$ cat src/include/bldc_run_pkg.sv
// Constants, register map and types for the sensorless run control block
`default_nettype none
package bldc_run_pkg;
   // Register byte offsets
   localparam logic [7:0] OFS_RUN  = 8'h00;
   localparam logic [7:0] OFS_CFG5 = 8'h04;
   localparam logic [7:0] OFS_DIAGNOSTIC_OUT_PIN = 8'h08;
   // Run register fields
   localparam int RUN_ENABLE_BIT   = 0;
   localparam int DIR_BIT          = 1;
   localparam int BRAKE_BIT        = 2;
   localparam int AUTO_RESTART_BIT = 3;
   localparam int DIAGNOSTIC_OUT_PIN_SEL_BIT     = 4;
   // Config register 5 fields
   localparam int RR_LSB  = 0;
   localparam int ADV_LSB = 8;
   localparam logic [3:0] RR_RST  = 4'h4;
   localparam logic [3:0] ADV_RST = 4'h0;
   // Diagnostic register fields
   localparam int FAULT_LSB   = 0;
   localparam int STATE_LSB   = 4;
   localparam int LOCKED_BIT  = 8;
   localparam int PENDING_BIT = 9;
   // Clock and times in their own units
   localparam int CLK_MHZ          = 200;
   localparam int PWM_FILTER_NS    = 200;
   localparam int BLANK_TIME_NS    = 5000;
   localparam int BOOT_TIMEOUT_NS  = 10000;
   localparam int HOLD_TIME_US     = 50000;
   localparam int START_STEP_US    = 20000;
   localparam int END_STEP_US      = 2000;
   localparam int PWM_BRAKE_US     = 2000;
   // Derived cycle counts, least times rounded up
   localparam int PWM_FILTER_CYC   = (PWM_FILTER_NS * CLK_MHZ + 999) / 1000;
   localparam int BLANK_CYC        = (BLANK_TIME_NS * CLK_MHZ + 999) / 1000;
   localparam int BOOT_TIMEOUT_CYC = (BOOT_TIMEOUT_NS * CLK_MHZ + 999) / 1000;
   localparam int HOLD_CYC         = HOLD_TIME_US * CLK_MHZ;
   localparam int START_STEP_CYC   = START_STEP_US * CLK_MHZ;
   localparam int END_STEP_CYC     = END_STEP_US * CLK_MHZ;
   localparam int PWM_BRAKE_CYC    = PWM_BRAKE_US * CLK_MHZ;
   // Commutation state limits
   localparam logic [2:0] STATE_FIRST = 3'h1;
   localparam logic [2:0] STATE_LAST  = 3'h6;
   // Sequencer modes
   typedef enum logic [2:0] {
      MODE_IDLE,
      MODE_HOLD,
      MODE_RAMP,
      MODE_LOCKED,
      MODE_STALL
   } mode_e;
endpackage
`default_nettype wire

$ cat src/hdl/sensorless_bldc_run_control.sv
// Sensorless BLDC run control with AHB-Lite register slave
//
// Functional notes
// - Speed output low from start until first zero crossing, then high/low per cycle.
// - Sensorless reached shows as pending flag zero and diagnostic pin high.
// - Ramp end without lock and auto restart set restarts the start sequence.
// - Ramp end without lock and no auto restart: gates off, pending stays set.
// - Run register bits 2:0 hold run enable, direction and brake.
// - Run enable low forces all gates off, stops commutation, overrides everything.
// - Forward steps states 1 to 6 wrapping; reverse steps 6 to 1 wrapping.
// - Run and brake together turn all low gates on, all high gates off.
// - Braking does no commutation and no chopping.
// - Start of running sets pending flag and holds indicator low until locked.
// - Run low or brake holds pending flag zero and indicator high.
// - PWM low while running swaps active high gates for their low gates.
// - PWM low beyond brake time brakes like the brake bit, only when running.
// - PWM ignored during start-up and while brake bit set, except PWM brake.
// - Four-bit advance field in config 5 bits 11:8 in 1.9 degree steps.
// - Advance is applied in time, so it follows either direction unchanged.
// - High gate waits for bootstrap above turn-on limit, charging via low gate.
// - While high gate on, bootstrap below turn-off limit starts a charge cycle.
// - Bootstrap that cannot be charged raises a bootstrap fault.
// - Gates follow the phase table per state; coast all off; brake lows on.
// - First correct-polarity zero crossing per state is latched until commutation.
// - Zero crossing during start switches to closed loop and ends the sequencer.
`default_nettype none
module sensorless_bldc_run_control #(
   parameter int CW         = 24,
   parameter int HOLD_CYC   = bldc_run_pkg::HOLD_CYC,
   parameter int START_CYC  = bldc_run_pkg::START_STEP_CYC,
   parameter int END_CYC    = bldc_run_pkg::END_STEP_CYC,
   parameter int BRAKE_CYC  = bldc_run_pkg::PWM_BRAKE_CYC
) (
   input  wire logic        i_mclk,
   input  wire logic        i_rst_n,
   input  wire logic        i_hsel,
   input  wire logic [31:0] i_haddr,
   input  wire logic [1:0]  i_htrans,
   input  wire logic        i_hwrite,
   input  wire logic [2:0]  i_hsize,
   input  wire logic [31:0] i_hwdata,
   input  wire logic        i_hready,
   output logic             o_hreadyout,
   output logic             o_hresp,
   output logic [31:0]      o_hrdata,
   input  wire logic        i_pwm,
   input  wire logic [2:0]  i_bemf_above,
   input  wire logic [2:0]  i_boot_above_on,
   input  wire logic [2:0]  i_boot_above_off,
   output logic [2:0]       o_high_gate,
   output logic [2:0]       o_low_gate,
   output logic             o_zero_cross_speed_out,
   output logic             o_diagnostic_out_pin
);

   // Refuse settings the counters cannot hold
   if (CW < 13 || CW > 30 || HOLD_CYC >= (1 << CW) || START_CYC >= (1 << CW)
       || BRAKE_CYC >= (1 << CW) || END_CYC < 1 || END_CYC >= START_CYC || HOLD_CYC < 1)
   begin : g_bad
      $error("sensorless_bldc_run_control: counter parameters out of range");
   end

   localparam logic [CW-1:0] HOLD_N  = CW'(HOLD_CYC);
   localparam logic [CW-1:0] START_N = CW'(START_CYC);
   localparam logic [CW-1:0] END_N   = CW'(END_CYC);
   localparam logic [CW-1:0] BRAKE_N = CW'(BRAKE_CYC);
   localparam logic [CW-1:0] BLANK_N = CW'(bldc_run_pkg::BLANK_CYC);
   localparam logic [5:0]    FILT_N  = 6'(bldc_run_pkg::PWM_FILTER_CYC - 1);
   localparam logic [11:0]   BOOT_N  = 12'(bldc_run_pkg::BOOT_TIMEOUT_CYC);

   typedef struct packed {
      logic [9:0]          s1;
      logic [9:0]          s2;
      logic [9:0]          s3;
      logic [9:0]          pin;
      logic                pwm;
      logic [5:0]          filt;
      logic [CW-1:0]       lowcnt;
      logic                pwm_brk;
      logic                run;
      logic                dir;
      logic                brake_bit;
      logic                auto_restart_enable;
      logic                diagnostic_out_pin_sel;
      logic [3:0]          phase_advance_field;
      logic [3:0]          rr;
      bldc_run_pkg::mode_e mode;
      logic [2:0]          st;
      logic [CW-1:0]       tmr;
      logic [CW-1:0]       step;
      logic [CW-1:0]       since;
      logic                zc;
      logic                zero_cross_speed_out;
      logic                sensorless_pending_flag;
      logic [2:0]          chg;
      logic [2:0][11:0]    chg_cnt;
      logic [2:0]          bfault;
      logic [2:0]          gh;
      logic [2:0]          gl;
      logic                diagnostic_out_pin;
      logic                ap_wr;
      logic [7:0]          ap_addr;
      logic [31:0]         rdata;
   } state_s;

   state_s r;
   state_s n;

   // Gate masks per run state, high in 5:3, low in 2:0 (A is bit 0)
   function automatic logic [5:0] drive_mask(input logic [2:0] s);
      case (s)
         3'h1:    drive_mask = {3'b001, 3'b100};
         3'h2:    drive_mask = {3'b010, 3'b100};
         3'h3:    drive_mask = {3'b010, 3'b001};
         3'h4:    drive_mask = {3'b100, 3'b001};
         3'h5:    drive_mask = {3'b100, 3'b010};
         3'h6:    drive_mask = {3'b001, 3'b010};
         default: drive_mask = 6'h00;
      endcase
   endfunction

   // Undriven phase per run state
   function automatic logic [1:0] float_phase(input logic [2:0] s);
      case (s)
         3'h1, 3'h4: float_phase = 2'h1;
         3'h2, 3'h5: float_phase = 2'h0;
         default:    float_phase = 2'h2;
      endcase
   endfunction

   logic          take;
   logic          braking;
   logic          hit;
   logic          do_comm;
   logic          do_start;
   logic          ramp_end;
   logic [2:0]    st_next;
   logic [2:0]    hreq;
   logic [2:0]    lreq;
   logic [5:0]    mask;
   logic [1:0]    fph;
   logic [CW-1:0] dec;
   logic [CW-1:0] delay;
   logic [31:0]   rd;

   always_comb
   begin
      n        = r;
      rd       = 32'h0000_0000;
      do_comm  = 1'b0;
      do_start = 1'b0;
      ramp_end = 1'b0;
      hreq     = 3'b000;
      lreq     = 3'b000;

      // Three-stage pin synchroniser, level taken once stages 2 and 3 agree
      n.s1 = {i_boot_above_off, i_boot_above_on, i_bemf_above, i_pwm};
      n.s2 = r.s1;
      n.s3 = r.s2;
      for (int i = 0; i < 10; i++)
      begin
         if (r.s2[i] == r.s3[i])
         begin
            n.pin[i] = r.s2[i];
         end
      end

      if (r.pin[0] != r.pwm)
      begin
         if (r.filt == FILT_N)
         begin
            n.pwm  = r.pin[0];
            n.filt = 6'h00;
         end
         else
         begin
            n.filt = r.filt + 6'h01;
         end
      end
      else
      begin
         n.filt = 6'h00;
      end

      if (r.pwm)
      begin
         n.lowcnt = '0;
      end
      else if (r.lowcnt != BRAKE_N)
      begin
         n.lowcnt = r.lowcnt + 1'b1;
      end
      n.pwm_brk = !r.pwm && (r.lowcnt == BRAKE_N);
      // brake from bit or long PWM low, only with run enable
      braking = r.run && (r.brake_bit || r.pwm_brk);

      // Bus address phase capture and read data
      take      = i_hsel && i_htrans[1] && i_hready;
      n.ap_wr   = take && i_hwrite;
      n.ap_addr = i_haddr[7:0];
      case (i_haddr[7:0])
         bldc_run_pkg::OFS_RUN:
         begin
            rd[bldc_run_pkg::RUN_ENABLE_BIT]   = r.run;
            rd[bldc_run_pkg::DIR_BIT]          = r.dir;
            rd[bldc_run_pkg::BRAKE_BIT]        = r.brake_bit;
            rd[bldc_run_pkg::AUTO_RESTART_BIT] = r.auto_restart_enable;
            rd[bldc_run_pkg::DIAGNOSTIC_OUT_PIN_SEL_BIT]     = r.diagnostic_out_pin_sel;
         end
         bldc_run_pkg::OFS_CFG5:
         begin
            rd[bldc_run_pkg::ADV_LSB +: 4] = r.phase_advance_field;
            rd[bldc_run_pkg::RR_LSB +: 4]  = r.rr;
         end
         bldc_run_pkg::OFS_DIAGNOSTIC_OUT_PIN:
         begin
            rd[bldc_run_pkg::FAULT_LSB +: 3] = r.bfault;
            rd[bldc_run_pkg::STATE_LSB +: 3] = r.st;
            rd[bldc_run_pkg::LOCKED_BIT]     = (r.mode == bldc_run_pkg::MODE_LOCKED);
            rd[bldc_run_pkg::PENDING_BIT]    = r.sensorless_pending_flag;
         end
         default: rd = 32'h0000_0000;
      endcase
      if (take && !i_hwrite)
      begin
         n.rdata = rd;
      end

      // Data phase register writes
      if (r.ap_wr)
      begin
         case (r.ap_addr)
            bldc_run_pkg::OFS_RUN:
            begin
               n.run                 = i_hwdata[bldc_run_pkg::RUN_ENABLE_BIT];
               n.dir                 = i_hwdata[bldc_run_pkg::DIR_BIT];
               n.brake_bit                 = i_hwdata[bldc_run_pkg::BRAKE_BIT];
               n.auto_restart_enable = i_hwdata[bldc_run_pkg::AUTO_RESTART_BIT];
               n.diagnostic_out_pin_sel            = i_hwdata[bldc_run_pkg::DIAGNOSTIC_OUT_PIN_SEL_BIT];
            end
            bldc_run_pkg::OFS_CFG5:
            begin
               n.phase_advance_field = i_hwdata[bldc_run_pkg::ADV_LSB +: 4];
               n.rr                  = i_hwdata[bldc_run_pkg::RR_LSB +: 4];
            end
            bldc_run_pkg::OFS_DIAGNOSTIC_OUT_PIN: n.bfault = r.bfault & ~i_hwdata[bldc_run_pkg::FAULT_LSB +: 3];
            default: n.bfault = n.bfault;
         endcase
      end

      if (!r.dir)
      begin
         st_next = (r.st == bldc_run_pkg::STATE_LAST) ? bldc_run_pkg::STATE_FIRST : r.st + 3'h1;
      end
      else
      begin
         st_next = (r.st == bldc_run_pkg::STATE_FIRST) ? bldc_run_pkg::STATE_LAST : r.st - 3'h1;
      end

      // first correct-polarity crossing after blanking, odd states rise forward
      fph = float_phase(r.st);
      hit = (r.mode == bldc_run_pkg::MODE_RAMP || r.mode == bldc_run_pkg::MODE_LOCKED)
            && !r.zc && (r.since >= BLANK_N) && (r.pin[3'(fph) + 3'h1] == (r.st[0] ^ r.dir));

      // delay from crossing to commutation, 30 deg less advance/16 of it
      // timed from measured half interval, so independent of direction
      delay = r.since - CW'((r.since >> 4) * r.phase_advance_field);
      dec   = CW'((r.step >> 5) * (r.rr + 5'h01));

      if (r.since != {CW{1'b1}})
      begin
         n.since = r.since + 1'b1;
      end

      // Start sequencer and closed-loop commutation
      case (r.mode)
         bldc_run_pkg::MODE_IDLE:
         begin
            if (r.run && !braking)
            begin
               do_start = 1'b1;
            end
         end
         bldc_run_pkg::MODE_HOLD:
         begin
            if (r.tmr == '0)
            begin
               n.mode  = bldc_run_pkg::MODE_RAMP;
               n.tmr   = r.step;
               do_comm = 1'b1;
            end
            else
            begin
               n.tmr = r.tmr - 1'b1;
            end
         end
         bldc_run_pkg::MODE_RAMP:
         begin
            if (hit)
            begin
               n.mode                    = bldc_run_pkg::MODE_LOCKED;
               n.zc                      = 1'b1;
               n.zero_cross_speed_out                   = 1'b1;
               n.tmr                     = delay;
               n.sensorless_pending_flag = 1'b0;
            end
            else if (r.tmr == '0)
            begin
               if (r.step <= END_N)
               begin
                  ramp_end = 1'b1;
               end
               else
               begin
                  do_comm = 1'b1;
                  n.step  = (r.step - dec > END_N) ? r.step - dec : END_N;
                  n.tmr   = (r.step - dec > END_N) ? r.step - dec : END_N;
               end
            end
            else
            begin
               n.tmr = r.tmr - 1'b1;
            end
         end
         bldc_run_pkg::MODE_LOCKED:
         begin
            if (hit)
            begin
               n.zc    = 1'b1;
               n.zero_cross_speed_out = 1'b1;
               n.tmr   = delay;
            end
            else if (r.zc && r.tmr == '0)
            begin
               do_comm = 1'b1;
            end
            else if (r.zc)
            begin
               n.tmr = r.tmr - 1'b1;
            end
            else if (r.since >= START_N)
            begin
               ramp_end = 1'b1;
            end
         end
         bldc_run_pkg::MODE_STALL:
         begin
            n.sensorless_pending_flag = 1'b1;
         end
         default: n.mode = bldc_run_pkg::MODE_IDLE;
      endcase

      // retry on failed start when auto restart set
      if (ramp_end && r.auto_restart_enable)
      begin
         do_start = 1'b1;
      end
      else if (ramp_end)
      begin
         n.mode  = bldc_run_pkg::MODE_STALL;
         n.zero_cross_speed_out = 1'b0;
      end

      // commutation drops speed output and clears crossing latch
      if (do_comm)
      begin
         n.st    = st_next;
         n.since = '0;
         n.zc    = 1'b0;
         n.zero_cross_speed_out = 1'b0;
      end

      // start sets pending, forces known position
      if (do_start)
      begin
         n.mode                    = bldc_run_pkg::MODE_HOLD;
         n.st                      = bldc_run_pkg::STATE_FIRST;
         n.tmr                     = HOLD_N;
         n.step                    = START_N;
         n.since                   = '0;
         n.zc                      = 1'b0;
         n.zero_cross_speed_out                   = 1'b0;
         n.sensorless_pending_flag = 1'b1;
      end

      // run low coasts; brake halts sequencer; pending cleared
      if (!r.run || braking)
      begin
         n.mode                    = bldc_run_pkg::MODE_IDLE;
         n.zero_cross_speed_out                   = 1'b0;
         n.zc                      = 1'b0;
         n.sensorless_pending_flag = 1'b0;
      end

      // phase table drive in start and run modes
      mask = drive_mask(r.st);
      if (braking)
      begin
         lreq = 3'b111;
      end
      else if (r.run && (r.mode == bldc_run_pkg::MODE_HOLD || r.mode == bldc_run_pkg::MODE_RAMP
               || r.mode == bldc_run_pkg::MODE_LOCKED))
      begin
         hreq = mask[5:3];
         lreq = mask[2:0];
         // chop high side when PWM low; only once locked
         if (r.mode == bldc_run_pkg::MODE_LOCKED && !r.pwm)
         begin
            lreq = mask[2:0] | mask[5:3];
            hreq = 3'b000;
         end
      end

      // Bootstrap charge management per phase
      for (int i = 0; i < 3; i++)
      begin
         if (!hreq[i])
         begin
            n.chg[i]     = 1'b0;
            n.chg_cnt[i] = 12'h000;
         end
         else if (r.chg[i])
         begin
            if (r.pin[4 + i])
            begin
               n.chg[i] = 1'b0;
            end
            else if (r.chg_cnt[i] == BOOT_N)
            begin
               // timeout marks fault, set wins over clear
               n.bfault[i] = 1'b1;
            end
            else
            begin
               n.chg_cnt[i] = r.chg_cnt[i] + 12'h001;
            end
         end
         // check turn-on limit before enabling high gate
         else if (!r.gh[i] && !r.pin[4 + i])
         begin
            n.chg[i]     = 1'b1;
            n.chg_cnt[i] = 12'h000;
         end
         else if (r.gh[i] && !r.pin[7 + i])
         begin
            n.chg[i]     = 1'b1;
            n.chg_cnt[i] = 12'h000;
         end
         n.gh[i] = hreq[i] && !n.chg[i];
         n.gl[i] = lreq[i] || (hreq[i] && n.chg[i]);
      end

      // select set: indicator high when sensorless or inactive; select clear: fault-free level
      n.diagnostic_out_pin = r.diagnostic_out_pin_sel ? !n.sensorless_pending_flag : !(|n.bfault);
   end

   // State register
   always_ff @(posedge i_mclk or negedge i_rst_n)
   begin
      if (!i_rst_n)
      begin
         r                     <= '0;
         r.pwm                 <= 1'b1;
         r.st                  <= bldc_run_pkg::STATE_FIRST;
         r.rr                  <= bldc_run_pkg::RR_RST;
         r.phase_advance_field <= bldc_run_pkg::ADV_RST;
         r.mode                <= bldc_run_pkg::MODE_IDLE;
         r.diagnostic_out_pin                <= 1'b1;
      end
      else
      begin
         r <= n;
      end
   end

   // Outputs
   assign o_hreadyout            = 1'b1;
   assign o_hresp                = 1'b0;
   assign o_hrdata               = r.rdata;
   assign o_high_gate            = r.gh;
   assign o_low_gate             = r.gl;
   assign o_zero_cross_speed_out = r.zero_cross_speed_out;
   assign o_diagnostic_out_pin   = r.diagnostic_out_pin;

endmodule
`default_nettype wire

$ cat config.mk
export PLATFORM = sky130hd
export DESIGN_NAME = sensorless_bldc_run_control
export DESIGN_NICKNAME = d
export VERILOG_FILES = /design/src/include/bldc_run_pkg.sv /design/src/hdl/sensorless_bldc_run_control.sv
export SDC_FILE = /design/constraint.sdc
export NUM_CORES = 1
export LEC_CHECK = 0
export ABC_AREA = 1
export BUFFER_PORTS_ARGS = -buffer_cell sky130_fd_sc_hd__buf_2
export CORE_MARGIN = 2
export CORE_UTILIZATION = 56
export DETAILED_ROUTE_END_ITERATION = 16
export GPL_ROUTABILITY_DRIVEN = 0
export PLACE_DENSITY = 0.82
export SYNTH_ARGS = -nofsm -noshare
export SYNTH_HDL_FRONTEND = slang
export SYNTH_SLANG_ARGS = --single-unit
$ cat constraint.sdc
create_clock -name i_mclk -period 9.7 [get_ports i_mclk]
set_input_delay 1.455 -clock i_mclk [delete_from_list [all_inputs] [get_ports i_mclk]]
set_output_delay 1.455 -clock i_mclk [all_outputs]
set_load 0.005 [all_outputs]
==> flow_metrics.tcl <==
set metrics [dict create \
    async_flop_share_pct 100 \
    cap_violations 0 \
    ioPinCount 126 \
    crit_fanout 22 \
    clockPowerShare_pct 22.0 \
    grt_pass1_wl_um 84500 \
    p_leak_nw 10.0 \
    p_switching_mw 2.16 \
    irDropWorstVdd_mv 0.280 \
    viasPerCell 5.77 \
    dr.first_iter.drc_count 1579 \
    die_h_um 192 \
    clk_pin_slew_ns 0.06 \
    drive_gt1_share_pct 7.12 \
    yosys.cell_types.count 67 \
    outcome "finished, final reports clean" \
    hpwlAfterDp_um 37300 \
    grtUsageTotal_pct 27.8 \
    slew_viol_final 0 \
    timing.rr.start "r[171]$_DFFE_PN0P_" \
    n_antenna_cell 0 \
    antenna_found_initial 0 \
    worst_pin_slew_ns 1.27 \
    dieArea_um2 37000 \
    endpoint_kind "flip-flop" \
    switching_share_pct 46.0 \
    p_int_mw 2.54 \
    vias 17900 \
    core_um2 34700 \
    finalCriticalPeriod_ns 6.76 \
    whs_path_depth 0 \
    synthFlopType "dfrtp_1" \
    path_delay_family "simple AND/OR/NAND/NOR gates" \
    htreeDepth 1 \
    start_kind "flip-flop" \
    r2r_cells 31 \
    worst_clock_skew_ns 0.0371 \
    num_rows 68 \
    grt_overflow 0 \
    syn_inst 2632 \
    cp.required_ns 10.19 \
    yosysWarnings 0 \
    worstHoldStart "n[239]$_DFF_PN0_" \
    grt_setup_unrepaired "false" \
    rr_endpoint "r[143]$_DFFE_PN0P_" \
    ctsHoldBuffers 0 \
    grt_pass1_vias 18100 \
    setup_slack_ns 2.94 \
    final-setup-viol-count 0 \
    netlist_area_um2 19900 \
    ys_ff_latch 235 \
    critical_path_class "flip-flop to flip-flop" \
    cts_resized 0 \
    max_freq_ghz 0.148 \
    power_mw 4.70 \
    clock_path_buffers 3 \
    ctsRootBufferMaster "clkbuf_16" \
    ant_nets 0 \
    grt_max_degree 117 \
    path_buf_inv 4 \
    cpPeakStageDelay_ns 0.56 \
    min_path_type "flip-flop to flip-flop" \
    p_comb_share_pct 54.2 \
    die_x_um 192 \
    hold_viol 0 \
    place_worst_setup_slack_ns 3.09 \
    wl_per_cell_um 15.9 \
    nets 2915 \
    clkLatencyLatePin_ns 0.56 \
    clock_sinks 235 \
    fin_crit_sh_pct 69.7 \
    p_per_area_nw_per_um2 223 \
    avgSynthCellArea_um2 7.55 \
    synth_edf_count 0 \
    drt-total-wl_um 49200 \
    area_growth_syn_to_layout_pct 5.90 \
    start_util_pct 57.3 \
    crit_path_frequent_cell "nand2_1" \
    io_buffers 51 \
    relSlewSlack_pct 15.1 \
    seqPwrFrac_pct 23.9 \
    critPathSlowestCell "inv_1" \
    ys_seq_area_share_pct 29.6 \
    fillers 2964 \
    cts_tree "done" \
    post-cts-setup-buffers 0 \
    cts_buffers 26 \
    min_to "n[229]$_DFF_PN0_" \
    rrSetupSlack_ns 2.94 \
    first_pass_iters 8 \
    post-route-drc-count 0 \
    setup-tns-final_ns 0 \
    worstPathArrival_ns 7.25 \
]
## cells in the final DEF, fill, tap and decap left out, types with 9 or more instances in the layout
cell type / synthesis / final
a211oi_1: 14 / 14
a21oi_1: 140 / 140
a22oi_1: 9 / 9
a31oi_1: 9 / 9
buf_2: 22 / 50
clkbuf_16: 0 / 26
conb_1: 2 / 23
dfrtp_1: 231 / 231
fa_1: 128 / 128
ha_1: 81 / 81
inv_1: 427 / 427
inv_2: 14 / 14
maj3_1: 10 / 10
nand2_1: 648 / 648
nand2_2: 14 / 14
nand3_1: 99 / 99
nand3b_1: 10 / 10
nand4_1: 39 / 39
nor2_1: 205 / 205
nor3_1: 56 / 56
nor4_1: 31 / 31
o211ai_1: 9 / 9
o21ai_0: 147 / 147
o21ai_1: 12 / 12
o22ai_2: 9 / 9
o31ai_1: 12 / 12
xnor2_1: 15 / 15
xor2_1: 43 / 43
## logic make-up after synthesis
kind of cell    after synthesis  share of synthesized area, %
mux                           4                         0.227
other cells                   2                        0.0378
compound gates              409                          12.2
flops                       235                          29.6
buf+inv                     560                          11.8
xor+xnor                     58                          2.56
simple gates               1145                          25.1
fa+ha+maj                   219                          18.5
## sequential cells by signal, summed over array words and instances (netlist names)
register                flops
r                         196
n                          20
o_hrdata                   11
o_high_gate                 3
o_low_gate                  3
o_diagnostic_out_pin        1
o_zero_cross_speed_out      1
## power by group through the flow
| stage | Clock (mW) | Combinational (mW) | Sequential (mW) |
|---|---|---|---|
| floorplan | 0 | 1.99 | 1.09 |
| global placement | 0 | 2.42 | 1.13 |
| detailed placement | 0 | 2.49 | 1.14 |
| CTS | 1.05 | 2.51 | 1.12 |
| global route | 1.08 | 2.90 | 1.13 |
| finish | 1.03 | 2.54 | 1.12 |
## stage by stage
stage / area [um2] / std cells / hold WS [ns] / util, %
finish: 21000 / 3097 / 0.343 / 60.6
global route: 21000 / 3097 / 0.351 / 60.6
CTS: 21000 / 3097 / 0.349 / 60.6
detailed placement: 20200 / 3049 / 0.336 / 58.1
global placement: 20200 / 3049 / 0.333 / 58.1
floorplan: 20000 / 2653 / 0.331 / -
## per-layer routing
metal | GRT usage (%) | share of wire [%] | vias to the layer above
met1 | 35.7 | 40 | 8556
met4 | 11.8 | 3.9 | 0
met5 | 0 | 0 | -
li1 | - | - | 8324
met2 | 46.5 | 48 | 830
met3 | 4.64 | 8.5 | 149
## area by class of cell
class	count	area, um2	area share, %
inverter	444	1670	7.94
multi-input combinational	1858	11700	55.7
sequential	235	5890	28.0
clock buffer	34	711	3.38
tap	455	569	2.70
timing repair buffer	57	310	1.47
clock inverter	14	180	0.856
## cell usage after synthesis, types with 7 or more instances
library cell,count,share of area [%]
nand2_1,648,12
inv_1,427,8.1
dfrtp_1,231,29
nor2_1,205,3.9
o21ai_0,147,3.7
a21oi_1,140,3.5
fa_1,128,13
nand3_1,99,2.5
ha_1,81,5.1
nor3_1,56,1.4
buf_4,44,1.7
xor2_1,43,1.9
clkbuf_1,39,0.74
nand4_1,39,1.2
nor4_1,31,0.98
buf_2,22,0.55
xnor2_1,15,0.66
a211oi_1,14,0.53
inv_2,14,0.26
nand2_2,14,0.44
o21ai_1,12,0.30
o31ai_1,12,0.45
maj3_1,10,0.50
nand3b_1,10,0.38
a22oi_1,9,0.34
a31oi_1,9,0.28
o211ai_1,9,0.34
o22ai_2,9,0.57
nor2_4,8,0.45
o21bai_1,8,0.30
o221ai_1,7,0.31
## worst max-delay path by stage
stage | start | end | slack, ns | cells past startpoint
2_1_floorplan | r[173]$_DFFE_PN1P_ | r[146]$_DFFE_PN0P_ | 4.49 | 34
3_3_place_gp | r[171]$_DFFE_PN0P_ | r[143]$_DFFE_PN0P_ | 3.23 | 29
3_5_place_dp | r[171]$_DFFE_PN0P_ | r[143]$_DFFE_PN0P_ | 3.09 | 29
4_1_cts | r[171]$_DFFE_PN0P_ | r[143]$_DFFE_PN0P_ | 3.11 | 31
5_1_grt | r[171]$_DFFE_PN0P_ | r[143]$_DFFE_PN0P_ | 2.51 | 31
6_report | r[171]$_DFFE_PN0P_ | r[143]$_DFFE_PN0P_ | 2.94 | 31
Power figures use the tool's default switching activity.
